## config.mk

```make
export PLATFORM = sky130hd
export DESIGN_NAME = disk_cache
export DESIGN_NICKNAME = d
export VERILOG_FILES = /design/src/logic/cache_pkg.sv /design/src/logic/disk_cache.sv
export SDC_FILE = /design/constraint.sdc
export NUM_CORES = 1
export LEC_CHECK = 0
export BUFFER_PORTS_ARGS = -buffer_cell sky130_fd_sc_hd__buf_2
export CORE_ASPECT_RATIO = 1.5
export CORE_UTILIZATION = 30
export DETAILED_ROUTE_END_ITERATION = 10
export GPL_TIMING_DRIVEN = 1
export PLACE_DENSITY = 0.52
export SLEW_MARGIN = 10
export SYNTH_ARGS = -nofsm -noshare
export SYNTH_HDL_FRONTEND = slang
export SYNTH_HIERARCHICAL = 1
export SYNTH_SLANG_ARGS = --single-unit
```

## constraint.sdc

```tcl
create_clock -name I_CLK_SYS -period 9.4 [get_ports I_CLK_SYS]
set_input_delay 0.94 -clock I_CLK_SYS [delete_from_list [all_inputs] [get_ports I_CLK_SYS]]
set_output_delay 0.94 -clock I_CLK_SYS [all_outputs]
set_load 0.03 [all_outputs]
```

## src/logic/cache_pkg.sv

```systemverilog
// Function
// - sequential read after random read: both pointers to slot after last read, then fetch
// - after a read is delivered, keep reading ahead until a set amount is held
// - read starting right after previous read is served from buffered sectors
// - sequential partial hit starts read-ahead together with host delivery
// - after hit delivery, read-ahead goes on into the freed area
// - full hit: host pointer at stored copy, cache kept, no new read-ahead
// - full hit during read-ahead: deliver at once, read-ahead continues
// - partial hit: host pointer at cached part, disk pointer just after it
// - partial hit: deliver cached part while reading the rest from medium
// - write caching on: complete once all host sectors are received
// - sequential write while previous media write runs: continue, no search
// - sequential write after media write finished: normal search first
// - random write: complete after transfer, media write after previous one ends
// - resets and write-cache disable wait until pending data is written
// - written sectors serve later reads of the same address
// - media write error: retry, then abandon sector and continue with next
// - after unrecovered write error: refuse next non-write command, report saved status
// - write after error: write its data first, then report saved error
// - unrecovered write error turns write caching off until feature command
// - write caching defaults to enabled at power-up
// - write-back only for single, multiple and DMA write commands
// - no error report when alternate sector assignment succeeds
// - read caching disabled: no read served from cache
// - cache invalidated on reset, power-off and commands ending in error
package cache_pkg;

  localparam int LBA_W      = 16;
  localparam int CNT_W      = 8;
  localparam int PTR_W      = 6;
  localparam int DATA_W     = 16;
  localparam int FIFO_DEPTH = 8;
  localparam int OP_W       = 3;

  // =====================================================================
  // segment, sector, retry and error figures
  localparam logic [PTR_W:0]   CACHE_MAX       = 7'h3F;
  localparam logic [PTR_W-1:0] RA_LIMIT        = 6'h30;
  localparam logic [7:0]       WORD_LAST       = 8'hFF;
  localparam logic [1:0]       RETRY_MAX       = 2'h3;
  localparam logic [7:0]       ERR_CODE_WFAULT = 8'h10;

  // =====================================================================
  // command codes
  localparam logic [OP_W-1:0] OP_READ_SECT  = 3'h0;
  localparam logic [OP_W-1:0] OP_READ_MULT  = 3'h1;
  localparam logic [OP_W-1:0] OP_READ_DMA   = 3'h2;
  localparam logic [OP_W-1:0] OP_WRITE_SECT = 3'h3;
  localparam logic [OP_W-1:0] OP_WRITE_MULT = 3'h4;
  localparam logic [OP_W-1:0] OP_WRITE_DMA  = 3'h5;
  localparam logic [OP_W-1:0] OP_SET_FEAT   = 3'h6;
  localparam logic [OP_W-1:0] OP_OTHER      = 3'h7;

  localparam logic [1:0] FEAT_WC_ON  = 2'h0;
  localparam logic [1:0] FEAT_WC_OFF = 2'h1;
  localparam logic [1:0] FEAT_RC_ON  = 2'h2;
  localparam logic [1:0] FEAT_RC_OFF = 2'h3;

  typedef enum logic [3:0] {
    ST_IDLE = 4'h1,
    ST_HRD  = 4'h2,
    ST_HWR  = 4'h4,
    ST_WAIT = 4'h8
  } state_t;

endpackage

```

## src/logic/disk_cache.sv

```systemverilog
`timescale 1ns/1ps
// =====================================================================
// write data fifo
module sync_fifo #(
  parameter int WIDTH = 16,
  parameter int DEPTH = 8
) (
  input  wire logic             clk,
  input  wire logic             rst_n,
  input  wire logic             in_valid,
  input  wire logic [WIDTH-1:0] in_data,
  output logic                  in_ready,
  output logic                  out_valid,
  output logic [WIDTH-1:0]      out_data,
  input  wire logic             out_ready
);
  localparam int AW = $clog2(DEPTH);
  typedef struct packed {
    logic [DEPTH-1:0][WIDTH-1:0] mem;
    logic [AW-1:0]               wr;
    logic [AW-1:0]               rd;
    logic [AW:0]                 cnt;
  } fifo_t;
  fifo_t f_ff, nxt_f;
  logic  push, pop;

  assign in_ready  = (f_ff.cnt != (AW+1)'(DEPTH));
  assign out_valid = (f_ff.cnt != '0);
  assign out_data  = f_ff.mem[f_ff.rd];
  assign push      = in_valid && in_ready;
  assign pop       = out_ready && out_valid;

  always_comb begin
    nxt_f = f_ff;
    if (push) begin
      nxt_f.mem[f_ff.wr] = in_data;
      nxt_f.wr           = f_ff.wr + 1'b1;
    end
    if (pop) begin
      nxt_f.rd = f_ff.rd + 1'b1;
    end
    if (push && !pop) begin
      nxt_f.cnt = f_ff.cnt + 1'b1;
    end else if (pop && !push) begin
      nxt_f.cnt = f_ff.cnt - 1'b1;
    end
  end

  always_ff @(posedge clk) begin
    if (!rst_n) begin
      f_ff <= '0;
    end else begin
      f_ff <= nxt_f;
    end
  end
endmodule // sync_fifo

// =====================================================================
// buffer cache manager
module disk_cache
  import cache_pkg::*;
(
  input  wire logic              I_CLK_SYS,
  input  wire logic              I_RESET_N,
  input  wire logic              I_CMD_VALID,
  input  wire logic [OP_W-1:0]   I_CMD_OP,
  input  wire logic [LBA_W-1:0]  I_CMD_LBA,
  input  wire logic [CNT_W-1:0]  I_CMD_CNT,
  output logic                   O_CMD_READY,
  input  wire logic              I_HOST_SECT_DONE,
  output logic                   O_HOST_SECT_AVAIL,
  output logic [PTR_W-1:0]       O_HOST_PTR,
  output logic                   O_RD_FROM_WBUF,
  input  wire logic              I_HOST_WVALID,
  input  wire logic [DATA_W-1:0] I_HOST_WDATA,
  output logic                   O_HOST_WREADY,
  output logic [PTR_W-1:0]       O_DISK_PTR,
  output logic [LBA_W-1:0]       O_DISK_LBA,
  output logic                   O_DISK_RD_REQ,
  input  wire logic              I_DISK_RSECT_DONE,
  output logic [LBA_W-1:0]       O_DISK_WR_LBA,
  output logic                   O_DISK_WR_REQ,
  output logic                   O_DISK_SEEK,
  output logic                   O_DISK_WVALID,
  output logic [DATA_W-1:0]      O_DISK_WDATA,
  input  wire logic              I_DISK_WREADY,
  input  wire logic              I_DISK_WSECT_DONE,
  input  wire logic              I_DISK_WFAULT,
  input  wire logic              I_DISK_REASSIGN_OK,
  output logic                   O_DISK_RETRY,
  input  wire logic              I_SOFT_RST_REQ,
  input  wire logic              I_HARD_RST_REQ,
  input  wire logic              I_POWER_OFF,
  output logic                   O_RESET_GO,
  output logic                   O_INT_DONE,
  output logic                   O_INT_ERR,
  output logic [7:0]             O_ERR_STATUS,
  output logic [LBA_W-1:0]       O_ERR_LBA,
  output logic                   O_WC_EN,
  output logic                   O_RC_EN
);

  typedef struct packed {
    state_t             st;
    logic               cmd_rdy;
    logic               host_avail;
    logic [PTR_W-1:0]   host_ptr;
    logic [PTR_W-1:0]   disk_ptr;
    logic [PTR_W-1:0]   cache_ptr;
    logic [LBA_W-1:0]   cache_lba;
    logic [PTR_W:0]     cache_cnt;
    logic               cache_vld;
    logic [LBA_W-1:0]   disk_lba;
    logic [CNT_W-1:0]   rd_left;
    logic               need;
    logic               ra_on;
    logic               full_hit;
    logic               rd_wbuf;
    logic [LBA_W-1:0]   last_rd_end;
    logic               wc_en;
    logic               rc_en;
    logic               wb_vld;
    logic [LBA_W-1:0]   wb_lba;
    logic [CNT_W-1:0]   wb_cnt;
    logic [LBA_W-1:0]   wr_end;
    logic [LBA_W-1:0]   wr_lba;
    logic [CNT_W:0]     wr_left;
    logic               q_vld;
    logic [LBA_W-1:0]   q_lba;
    logic [CNT_W:0]     q_cnt;
    logic [CNT_W-1:0]   rx_left;
    logic [7:0]         rx_word;
    logic               cached;
    logic [1:0]         retry;
    logic               err_pend;
    logic               rep_err;
    logic [LBA_W-1:0]   err_lba;
    logic [7:0]         err_stat;
    logic               rst_pend;
    logic               wcoff_pend;
    logic               rd_req;
    logic               wr_req;
    logic               seek;
    logic               retry_p;
    logic               rst_go;
    logic               int_done;
    logic               int_err;
  } cache_t;

  cache_t           s, n;
  logic             acc, is_rd, is_wr, hit, full, seq_rd, wb_hit, inval, push;
  logic             fifo_in_rdy, abandon;
  logic [LBA_W-1:0] off, wb_off;
  logic [LBA_W:0]   end_rel, wb_end_rel;
  logic [PTR_W-1:0] held, nheld;

  assign acc   = I_CMD_VALID && s.cmd_rdy;
  assign is_rd = (I_CMD_OP == OP_READ_SECT) || (I_CMD_OP == OP_READ_MULT)
              || (I_CMD_OP == OP_READ_DMA);
  // write-back applies to these three only
  assign is_wr = (I_CMD_OP == OP_WRITE_SECT) || (I_CMD_OP == OP_WRITE_MULT)
              || (I_CMD_OP == OP_WRITE_DMA);
  assign off        = I_CMD_LBA - s.cache_lba;
  assign end_rel    = {1'b0, off} + {{(LBA_W-CNT_W+1){1'b0}}, I_CMD_CNT};
  assign hit        = s.rc_en && s.cache_vld
                   && (off < {{(LBA_W-PTR_W-1){1'b0}}, s.cache_cnt});
  assign full       = hit && (end_rel <= {{(LBA_W-PTR_W){1'b0}}, s.cache_cnt});
  assign seq_rd     = (I_CMD_LBA == s.last_rd_end);
  assign wb_off     = I_CMD_LBA - s.wb_lba;
  assign wb_end_rel = {1'b0, wb_off} + {{(LBA_W-CNT_W+1){1'b0}}, I_CMD_CNT};
  assign wb_hit     = s.rc_en && s.wb_vld
                   && (wb_end_rel <= {{(LBA_W-CNT_W+1){1'b0}}, s.wb_cnt});
  assign held       = s.disk_ptr - s.host_ptr;
  assign push       = I_HOST_WVALID && fifo_in_rdy && (s.st == ST_HWR) && (s.rx_left != '0);
  assign abandon    = (s.wr_left != '0) && !I_DISK_WSECT_DONE && !I_DISK_REASSIGN_OK
                   && I_DISK_WFAULT && (s.retry == RETRY_MAX);

  // =====================================================================
  // next state
  always_comb begin
    n          = s;
    inval      = 1'b0;
    n.int_done = 1'b0;
    n.int_err  = 1'b0;
    n.seek     = 1'b0;
    n.retry_p  = 1'b0;
    n.rst_go   = 1'b0;

    // background media write
    if (s.wr_left != '0) begin
      if (I_DISK_WSECT_DONE || I_DISK_REASSIGN_OK) begin
        n.wr_left = s.wr_left - 1'b1;
        n.wr_lba  = s.wr_lba + 1'b1;
        n.retry   = '0;
      end else if (I_DISK_WFAULT) begin
        if (s.retry != RETRY_MAX) begin
          n.retry   = s.retry + 1'b1;
          n.retry_p = 1'b1;
        end else begin
          n.wr_left  = s.wr_left - 1'b1;
          n.wr_lba   = s.wr_lba + 1'b1;
          n.retry    = '0;
          n.err_pend = 1'b1;
          n.err_lba  = s.wr_lba;
          n.err_stat = ERR_CODE_WFAULT;
          n.wc_en    = 1'b0;
        end
      end
    end else if (s.q_vld) begin
      // queued random write starts only now, with a search
      n.wr_left = s.q_cnt;
      n.wr_lba  = s.q_lba;
      n.q_vld   = 1'b0;
      n.seek    = 1'b1;
    end

    // medium fills the read segment
    if (I_DISK_RSECT_DONE && s.rd_req) begin
      n.disk_ptr = s.disk_ptr + 1'b1;
      n.disk_lba = s.disk_lba + 1'b1;
      if (s.cache_cnt == CACHE_MAX) begin
        n.cache_ptr = s.cache_ptr + 1'b1;
        n.cache_lba = s.cache_lba + 1'b1;
      end else begin
        n.cache_cnt = s.cache_cnt + 1'b1;
      end
    end

    // host write words into the fifo, counted per sector
    if (push) begin
      n.rx_word = s.rx_word + 1'b1;
      if (s.rx_word == WORD_LAST) begin
        n.rx_left = s.rx_left - 1'b1;
      end
    end

    case (s.st)
      ST_IDLE: begin
        if (s.rst_pend && (s.wr_left == '0) && !s.q_vld) begin
          n.rst_go   = 1'b1;
          n.rst_pend = 1'b0;
          n.err_pend = 1'b0;
          inval      = 1'b1;
        end
        if (s.wcoff_pend && (s.wr_left == '0) && !s.q_vld) begin
          n.wc_en      = 1'b0;
          n.wcoff_pend = 1'b0;
          n.int_done   = 1'b1;
        end
        if (acc) begin
          if (s.err_pend && !is_wr) begin
            n.int_err  = 1'b1;
            n.err_pend = 1'b0;
            inval      = 1'b1;
          end else if (is_rd) begin
            n.rd_left     = I_CMD_CNT;
            n.last_rd_end = I_CMD_LBA + LBA_W'(I_CMD_CNT);
            n.full_hit    = 1'b0;
            n.rd_wbuf     = 1'b0;
            n.st          = ST_HRD;
            if (wb_hit) begin
              n.rd_wbuf = 1'b1;
              n.need    = 1'b0;
            end else if (full) begin
              n.host_ptr = s.cache_ptr + off[PTR_W-1:0];
              n.full_hit = 1'b1;
              n.need     = 1'b0;
            end else if (hit) begin
              n.host_ptr = s.cache_ptr + off[PTR_W-1:0];
              n.disk_ptr = s.cache_ptr + s.cache_cnt[PTR_W-1:0];
              n.disk_lba = s.cache_lba + LBA_W'(s.cache_cnt);
              n.need     = 1'b1;
              if (seq_rd) begin
                n.ra_on = 1'b1;
              end
            end else begin
              n.host_ptr  = s.disk_ptr;
              n.disk_ptr  = s.disk_ptr;
              n.cache_ptr = s.disk_ptr;
              n.cache_lba = I_CMD_LBA;
              n.cache_cnt = '0;
              n.cache_vld = 1'b1;
              n.disk_lba  = I_CMD_LBA;
              n.need      = 1'b1;
              n.ra_on     = 1'b0;
            end
          end else if (is_wr) begin
            n.cached    = s.wc_en && !s.err_pend;
            n.rep_err   = s.err_pend;
            n.err_pend  = 1'b0;
            n.rx_left   = I_CMD_CNT;
            n.rx_word   = '0;
            n.wr_end    = I_CMD_LBA + LBA_W'(I_CMD_CNT);
            n.wb_vld    = 1'b1;
            n.wb_lba    = I_CMD_LBA;
            n.wb_cnt    = I_CMD_CNT;
            n.cache_vld = 1'b0;
            n.ra_on     = 1'b0;
            n.st        = ST_HWR;
            if (s.wr_left != '0) begin
              if (I_CMD_LBA == s.wr_end) begin
                n.wr_left = n.wr_left + (CNT_W+1)'(I_CMD_CNT);
              end else begin
                n.q_vld = 1'b1;
                n.q_lba = I_CMD_LBA;
                n.q_cnt = (CNT_W+1)'(I_CMD_CNT);
              end
            end else begin
              n.wr_left = (CNT_W+1)'(I_CMD_CNT);
              n.wr_lba  = I_CMD_LBA;
              n.seek    = 1'b1;
            end
          end else if (I_CMD_OP == OP_SET_FEAT) begin
            n.int_done = 1'b1;
            if (I_CMD_LBA[1:0] == FEAT_WC_ON) begin
              n.wc_en = 1'b1;
            end else if (I_CMD_LBA[1:0] == FEAT_WC_OFF) begin
              if ((s.wr_left != '0) || s.q_vld) begin
                n.wcoff_pend = 1'b1;
                n.int_done   = 1'b0;
              end else begin
                n.wc_en = 1'b0;
              end
            end else if (I_CMD_LBA[1:0] == FEAT_RC_ON) begin
              n.rc_en = 1'b1;
            end else begin
              n.rc_en = 1'b0;
              inval   = 1'b1;
            end
          end else begin
            n.int_done = 1'b1;
            inval      = 1'b1;
          end
        end
      end
      ST_HRD: begin
        if (I_HOST_SECT_DONE && s.host_avail) begin
          n.rd_left = s.rd_left - 1'b1;
          if (!s.rd_wbuf) begin
            n.host_ptr = s.host_ptr + 1'b1;
          end
        end
        if (s.rd_left == '0) begin
          n.int_done = 1'b1;
          n.need     = 1'b0;
          n.rd_wbuf  = 1'b0;
          if (!s.full_hit && !s.rd_wbuf) begin
            n.ra_on = 1'b1;
          end
          n.st = ST_IDLE;
        end
      end
      ST_HWR: begin
        if (s.rx_left == '0) begin
          if (s.cached) begin
            n.int_done = 1'b1;
            n.st       = ST_IDLE;
          end else begin
            n.st = ST_WAIT;
          end
        end
      end
      ST_WAIT: begin
        if ((s.wr_left == '0) && !s.q_vld) begin
          if (s.rep_err || s.err_pend) begin
            n.int_err  = 1'b1;
            n.rep_err  = 1'b0;
            n.err_pend = 1'b0;
            inval      = 1'b1;
          end else begin
            n.int_done = 1'b1;
          end
          n.st = ST_IDLE;
        end
      end
      default: begin
        n.st = ST_IDLE;
      end
    endcase

    // a fresh abandon outranks any clear in the same cycle
    if (abandon) begin
      n.err_pend = 1'b1;
      n.wc_en    = 1'b0;
    end
    if (I_SOFT_RST_REQ || I_HARD_RST_REQ) begin
      n.rst_pend = 1'b1;
    end
    if (I_POWER_OFF || inval) begin
      n.cache_vld = 1'b0;
      n.wb_vld    = 1'b0;
      n.ra_on     = 1'b0;
    end

    nheld        = n.disk_ptr - n.host_ptr;
    n.rd_req     = (n.need || n.ra_on) && (nheld < RA_LIMIT) && (n.wr_left == '0);
    n.wr_req     = (n.wr_left != '0);
    n.host_avail = (n.st == ST_HRD) && (n.rd_left != '0) && (n.rd_wbuf || (nheld != '0));
    n.cmd_rdy    = (n.st == ST_IDLE) && !n.rst_pend && !n.wcoff_pend && !n.q_vld;
  end

  // =====================================================================
  // state register
  always_ff @(posedge I_CLK_SYS) begin
    if (!I_RESET_N) begin
      s           <= '0;
      s.st        <= ST_IDLE;
      s.wc_en     <= 1'b1;
      s.rc_en     <= 1'b1;
    end else begin
      s <= n;
    end
  end

  sync_fifo #(
    .WIDTH (DATA_W),
    .DEPTH (FIFO_DEPTH)
  ) u_wr_fifo (
    .clk       (I_CLK_SYS),
    .rst_n     (I_RESET_N),
    .in_valid  (push),
    .in_data   (I_HOST_WDATA),
    .in_ready  (fifo_in_rdy),
    .out_valid (O_DISK_WVALID),
    .out_data  (O_DISK_WDATA),
    .out_ready (I_DISK_WREADY)
  );

  assign O_HOST_WREADY     = fifo_in_rdy && (s.st == ST_HWR) && (s.rx_left != '0);
  assign O_CMD_READY       = s.cmd_rdy;
  assign O_HOST_SECT_AVAIL = s.host_avail;
  assign O_HOST_PTR        = s.host_ptr;
  assign O_RD_FROM_WBUF    = s.rd_wbuf;
  assign O_DISK_PTR        = s.disk_ptr;
  assign O_DISK_LBA        = s.disk_lba;
  assign O_DISK_RD_REQ     = s.rd_req;
  assign O_DISK_WR_LBA     = s.wr_lba;
  assign O_DISK_WR_REQ     = s.wr_req;
  assign O_DISK_SEEK       = s.seek;
  assign O_DISK_RETRY      = s.retry_p;
  assign O_RESET_GO        = s.rst_go;
  assign O_INT_DONE        = s.int_done;
  assign O_INT_ERR         = s.int_err;
  assign O_ERR_STATUS      = s.err_stat;
  assign O_ERR_LBA         = s.err_lba;
  assign O_WC_EN           = s.wc_en;
  assign O_RC_EN           = s.rc_en;
endmodule // disk_cache

```

== After elaboration in Yosys (flattened, before gate mapping) ==
Index checks and enable logic that the tools add are counted.

* Add/sub/neg operators: 26
* Order comparisons: 7
* Equal/unequal tests: 31
* Muxes and demuxes: 152
* Bitwise gates (word level): 11
* Reduce and logical (&&, ||, !) cells: 86

{| class="wikitable"
|+ Operators by type and width
! kind !! number
|-
| 2-to-1 mux 197 bit || 2
|-
| 2-to-1 mux 111 bit || 2
|-
| bitwise mux 128 bit || 1
|-
| 2-to-1 mux 25 bit || 5
|-
| 2-to-1 mux 109 bit || 1
|-
| 2-to-1 mux 52 bit || 2
|-
| 2-to-1 mux 16 bit || 6
|-
| 2-to-1 mux 1 bit || 78
|-
| 2-to-1 mux 26 bit || 3
|-
| 2-to-1 mux 58 bit || 1
|-
| adder 16 x 1 -> 16 bit (second input constant) || 3
|-
| binary-select mux 16 bit (select 3 bit) || 1
|-
| demux 16 bit (select 3 bit) || 1
|-
| 2-to-1 mux 41 bit || 1
|-
| 2-to-1 mux 4 bit || 10
|-
| logical AND 1 bit || 37
|-
| 2-to-1 mux 35 bit || 1
|-
| adder 16 x 8 -> 17 bit || 2
|-
| == test 16 bit || 2
|-
| subtractor 16 bit || 2
|-
| 2-to-1 mux 30 bit || 1
|-
| 2-to-1 mux 2 bit || 14
|-
| 2-to-1 mux 22 bit || 1
|-
| AND reduction 7 bit || 3
|-
| 65 further kinds || 133
|}

* Register bits after elaboration: 370
* Output and inout port bits: 98
* Logic and storage cells: 368

== Longest topological paths before layout ==
* Word-level depth: 19
* Mapped depth: 36
* Depth with buffers taken out: 34

== Hierarchy ==
The synthesis kept the hierarchy.

{| class="wikitable"
|+ By module, submodules not included
! module !! instances !! cells an instance !! area an instance (um2)
|-
| disk_cache || 1 || 2,138 || 16,259.3
|-
| sync_fifo || 1 || 647 || 6,396.1
|}

== Worst setup path before layout ==
Ideal clock, no wire load.

* Path kind: input-to-reg
* Start: in I_CMD_LBA[0]
* End: reg s (netlist bit O_HOST_SECT_AVAIL)
* Setup time: 0.127 ns
* Arrival: 7.581 ns
* Slack: 1.692 ns
* Stages on the path: 34
* Cell sequence: clkbuf_1 > inv_1 > ha_1 > fa_1 > nand2b_1 > nand2b_1 > a21oi_1 > xnor2_1 > ha_1 > a21oi_1 > o21ai_0 > a21o_1 > a21oi_1 > xnor2_1 > ha_1 > a2111oi_0 > nand2_1 > a31oi_1 > o211ai_1 > a21oi_1 > o21ai_1 > a211oi_1 > a31oi_1 > nand2_1 > clkbuf_1 > o21ai_0 > a221oi_1 > ha_1 > inv_1 > fa_1 > xor2_1 > or4b_2 > nor3b_1 > a31oi_1

* Word-level cells in the longest chain between the ends: 14
* Elaborated cells on any way between the ends: 27

{| class="wikitable"
|+ Ends and longest elaborated chain
! what !! RTL line !! source
|-
| start: declaration || disk_cache.sv:67 || <nowiki>input wire logic [LBA_W-1:0] I_CMD_LBA,</nowiki>
|-
| subtractor 16 bit || disk_cache.sv:163 || <nowiki>assign off = I_CMD_LBA - s.cache_lba;</nowiki>
|-
| adder 16 x 8 -> 17 bit / less-than comparator 16 x 7 -> 1 bit (equally long branches) || disk_cache.sv:164, disk_cache.sv:166 ||
|-
| <= comparator 17 x 7 -> 1 bit / logical AND 1 bit (equally long branches) || disk_cache.sv:167, disk_cache.sv:166 ||
|-
| logical AND 1 bit / 2-to-1 mux 12 bit (equally long branches) || disk_cache.sv:167, disk_cache.sv:268 ||
|-
| 2-to-1 mux 6 bit / 2-to-1 mux 52 bit (equally long branches) || disk_cache.sv:264 || <nowiki>end else if (full) begin</nowiki>
|-
| 2-to-1 mux 58 bit || disk_cache.sv:261 || <nowiki>if (wb_hit) begin</nowiki>
|-
| 2-to-1 mux 41 bit || disk_cache.sv:255 || <nowiki>end else if (is_rd) begin</nowiki>
|-
| 2-to-1 mux 197 bit * || disk_cache.sv:251 || <nowiki>if (s.err_pend && !is_wr) begin</nowiki>
|-
| 2-to-1 mux 197 bit * || disk_cache.sv:250 || <nowiki>if (acc) begin</nowiki>
|-
| case mux 6 bit (2 select lines) / 2-to-1 mux 52 bit (equally long branches) || disk_cache.sv:237 || <nowiki>case (s.st)</nowiki>
|-
| subtractor 6 bit || disk_cache.sv:395 || <nowiki>nheld = n.disk_ptr - n.host_ptr;</nowiki>
|-
| nonzero test 6 bit || disk_cache.sv:398 || <nowiki>n.host_avail = (n.st == ST_HRD) && (n.rd_left != '0) && (n.rd_wbuf || (nheld != '0));</nowiki>
|-
| logical OR 1 bit * || disk_cache.sv:398 ||
|-
| logical AND 1 bit * || disk_cache.sv:398 ||
|-
| end signal: assignment || disk_cache.sv:411 || <nowiki>s <= n;</nowiki>
|-
| end: declaration || disk_cache.sv:150 || <nowiki>cache_t s, n;</nowiki>
|}

Mark *: on every way between the ends. The rest lies on a longest branch, timed or not. The select of a mux whose other input is x is not followed.
A chain may end at the register's enable or synchronous reset.

==> metrics.md <==
| Metric | Value |
|---|---|
| IO Pins | `154` |
| Synth area leader | `dfxtp_1` |
| Maxcap violations | `0` |
| Grt met1 use | `22.2%` |
| FMAX | `123 MHz` |
| Critical Path Fanout Max | `31` |
| Crit path buffers/inverters | `2` |
| Vias in the first global route | `18,900` |
| First-pass GRT wire length | `114 mm` |
| PortBufs | `146` |
| TritonCTS clock tree | `yes` |
| Clock sink total | `370` |
| Final min period | `8.11 ns` |
| Most numerous cell in the Yosys netlist | `nand2_1` |
| Synthesis-stage register bit count | `370` |
| GP Congestion | `0.866` |
| Clk buf depth | `3` |
| Simple-gate portion of the synthesized area | `20.8%` |
| Grt ovf | `0` |
| Worst path slowest cell | `a2111oi_0` |
| Met2 Track Usage GR | `35.5%` |
| Postcts setup bufs | `0` |
| HP Start | `O_ERR_LBA[13]` |
| Crit-path max cell delay | `0.49 ns` |
| Avg WL per Cell | `19.9 um` |
| Slew of the pin with the lowest slew margin | `1.18 ns` |
| Clock transition at the registers of the reported paths | `0.07 ns` |
| Vias | `19,700` |
| FF-to-FF Start | `s[129]` |
| Hold Buf Count CTS | `0` |
| Post-Syn Area per Cell | `8.13 sq um` |
| Die area | `0.0766 sq mm` |
| Worst-skew pair later-pin latency | `0.59 ns` |
| CP top delay family | `compound AO/OA/AOI/OAI gates` |
| Path depth of the worst reg2reg path | `32` |
| R2r endpoint | `O_DISK_RD_REQ` |
| Seq/Total Area, Yosys | `32.7%` |
| First-pass DRT Iterations | `5` |
| Post-Route WL | `76.0 mm` |
| Worst EP required | `9.89 ns` |
| Final Hold Viols | `0` |
| Mux share of post-synthesis cell area | `6.64%` |
| Slew Viols, Final | `0` |
| Fraction of registers with async set/reset | `0%` |
| Period utilisation layout | `86.2%` |
| Max-slew headroom | `21.3%` |
| Post-DRT Antenna Nets | `0` |
| Crit path launch type | `input pin` |
| Num CTS Buffers | `42` |
| Crit Path Class | `in2reg` |
| Layout cells sized above 1 | `12.1%` |
| Busiest grt layer | `met2` |
| Die height | `339 um` |
| Cell mode on critical path | `a21oi_1` |
| Main combinational cell family by area after synthesis | `simple AND/OR/NAND/NOR gates` |
| Post_cts resized | `0` |
| Synth Area in XOR/XNOR | `6.71%` |
| Avg Vias per Cell | `5.16` |
| Clock root buffer | `clkbuf_16` |
| Final setup violation count | `0` |
| Worst reg2reg setup slack | `1.71 ns` |
| Outcome | `finished clean` |
| Complex-gate fraction of the synthesized area | `18.6%` |
| Initial Util | `30.3%` |
| RSZ-0062 raised after global routing | `no` |
| EDFF count, synth | `0` |
| PD cells | `188 mW/mm^2` |
| Die width | `226 um` |
| WHS Path Cells | `2` |
| DP Wirelength | `54.7 mm` |
| Mapped Area | `0.0227 sq mm` |
| Worst Hold End | `O_ERR_LBA[13]` |
| Area contributors post-synth | `dfxtp_1 33%, nand2_1 7.7%, ha_1 6.7%, xnor2_1 5.1%, a21oi_1 4.7%` |
| Area Overhead vs Synth | `11.8%` |
| Crit end category | `flip-flop` |
| Pleak | `9.26 nW` |
| TNS Setup | `0 ns` |
| GRT Total Usage | `19.5%` |
| Top FF cell, synth | `dfxtp_1` |
| Initial DRC Count | `1,222` |
| Synth cell count leaders | `462 x nand2_1, 370 x dfxtp_1, 229 x nor2_1` |
| Fin nets | `2,977` |
| CORE AREA | `0.0748 sq mm` |
| CP startpoint | `I_CMD_LBA[0]` |
| Final WS setup | `1.29 ns` |
| Worst min-delay path class | `reg2reg` |
| Largest net degree at the start of global routing | `164` |
| Gate Count Post-Synth | `2,785` |
| Initial antenna violation count | `6` |
| Setup Skew | `0.0365 ns` |
| # DRC | `0` |
| VDD IR max | `128 uV` |
| Yosys top cell area share | `32.7%` |
| Unique masters post-synth | `92` |
| Adder-cell share of the synthesized area | `7.75%` |
| Pre-CTS setup slack | `0.697 ns` |
| Worst path arrival time | `8.60 ns` |
| Num rows | `123` |
| CTS H-tree lvls | `2` |
| M3 GR Usage | `3.01%` |
| Yosys warning total | `6` |
-- worst register-to-register path: cells and delay by family (launching register included) --
kind,cells,cell delay (ns)
AND/OR/NAND/NOR,6,1.33
flip-flops,1,0.31
XOR/XNOR,3,0.40
adder cells (fa/ha/maj),5,1.50
AO/OA/AOI/OAI,18,4.07
-- metal layers --
metal  share of wire [%]  wire [um]
met5               0.084         64
met4                 4.1       3130
met3                 4.4       3370
met2                  51      38800
met1                  40      30700
-- registers in the layout, indices dropped and copies added (netlist names), 6 cells and up --
signal          flops
O_DISK_LBA         16
O_DISK_PTR          6
O_DISK_WR_LBA      16
O_ERR_LBA          16
O_HOST_PTR          6
s                 159
u_wr_fifo/f_ff    138
-- cell usage in the layout (no fill, tap or decap), types with 32 or more instances in the layout --
cell       Yosys  routed
a21boi_0      65      65
a21oi_1      214     214
nor2b_1       63      63
mux4_2        32      32
nand3_1       48      48
nand4_1       45      45
dfxtp_1      370     369
a211oi_1      85      85
buf_4         69      41
xor2_1        40      40
nor2_1       229     227
o21ai_0       65      65
ha_1         122     122
mux2i_1       58      58
nand2_1      462     462
nor3_1        40      38
xnor2_1      131     131
clkbuf_16      0      43
inv_1         99      99
buf_2         20     145
-- logic make-up (layout without fill, tap and decap cells) --
family | after synthesis | after routing
DFF | 370 | 370
other | 1 | 8
AOI/OAI and AO/OA | 642 | 642
xor gates and xnor gates | 172 | 172
adders and majority gates | 134 | 134
and+or+nand+nor | 1023 | 1023
muxes | 108 | 108
buffers and inverters | 335 | 365
-- how the worst max path moves through the flow --
stage,endpoint,cells after the start
after CTS,O_DISK_RD_REQ,34
final,O_DISK_RD_REQ,34
after floorplan,O_HOST_SECT_AVAIL,34
after global routing,O_DISK_RD_REQ,35
after global placement,O_HOST_SECT_AVAIL,32
after detailed placement,O_DISK_RD_REQ,34
-- cell type report --
type / instances / area [sq um]
sequential: 370 / 7410
antenna: 1 / 2.50
clock buffer: 56 / 1210
fill: 7997 / 49500
inverter: 101 / 384
tap: 1000 / 1250
timing repair buffer: 187 / 1050
clock inverter: 21 / 233
multi-input combinational: 2086 / 13800
-- where the power goes --
part           switching (mW)  internal, mW  leakage [nW]
clock                   0.738          1.00         0.694
sequential              0.107          1.63          2.99
combinational           0.776         0.502          5.58
total                    1.62          3.13          9.26
-- per-stage QoR --
stage / cell area (sq um) / std cells / power, mW / hold WS, ns / utilization, %
2_1_floorplan: 22700 / 2791 / 2.73 / 0.432 / -
3_3_place_gp: 23900 / 3744 / 3.05 / 0.437 / 31.9
3_5_place_dp: 23900 / 3744 / 3.05 / 0.444 / 31.9
4_1_cts: 25300 / 3821 / 4.81 / 0.452 / 33.8
5_1_grt: 25300 / 3821 / 5.00 / 0.469 / 33.8
6_report: 25300 / 3822 / 4.76 / 0.451 / 33.9
Note: power is estimated with default switching activity, not from simulation.
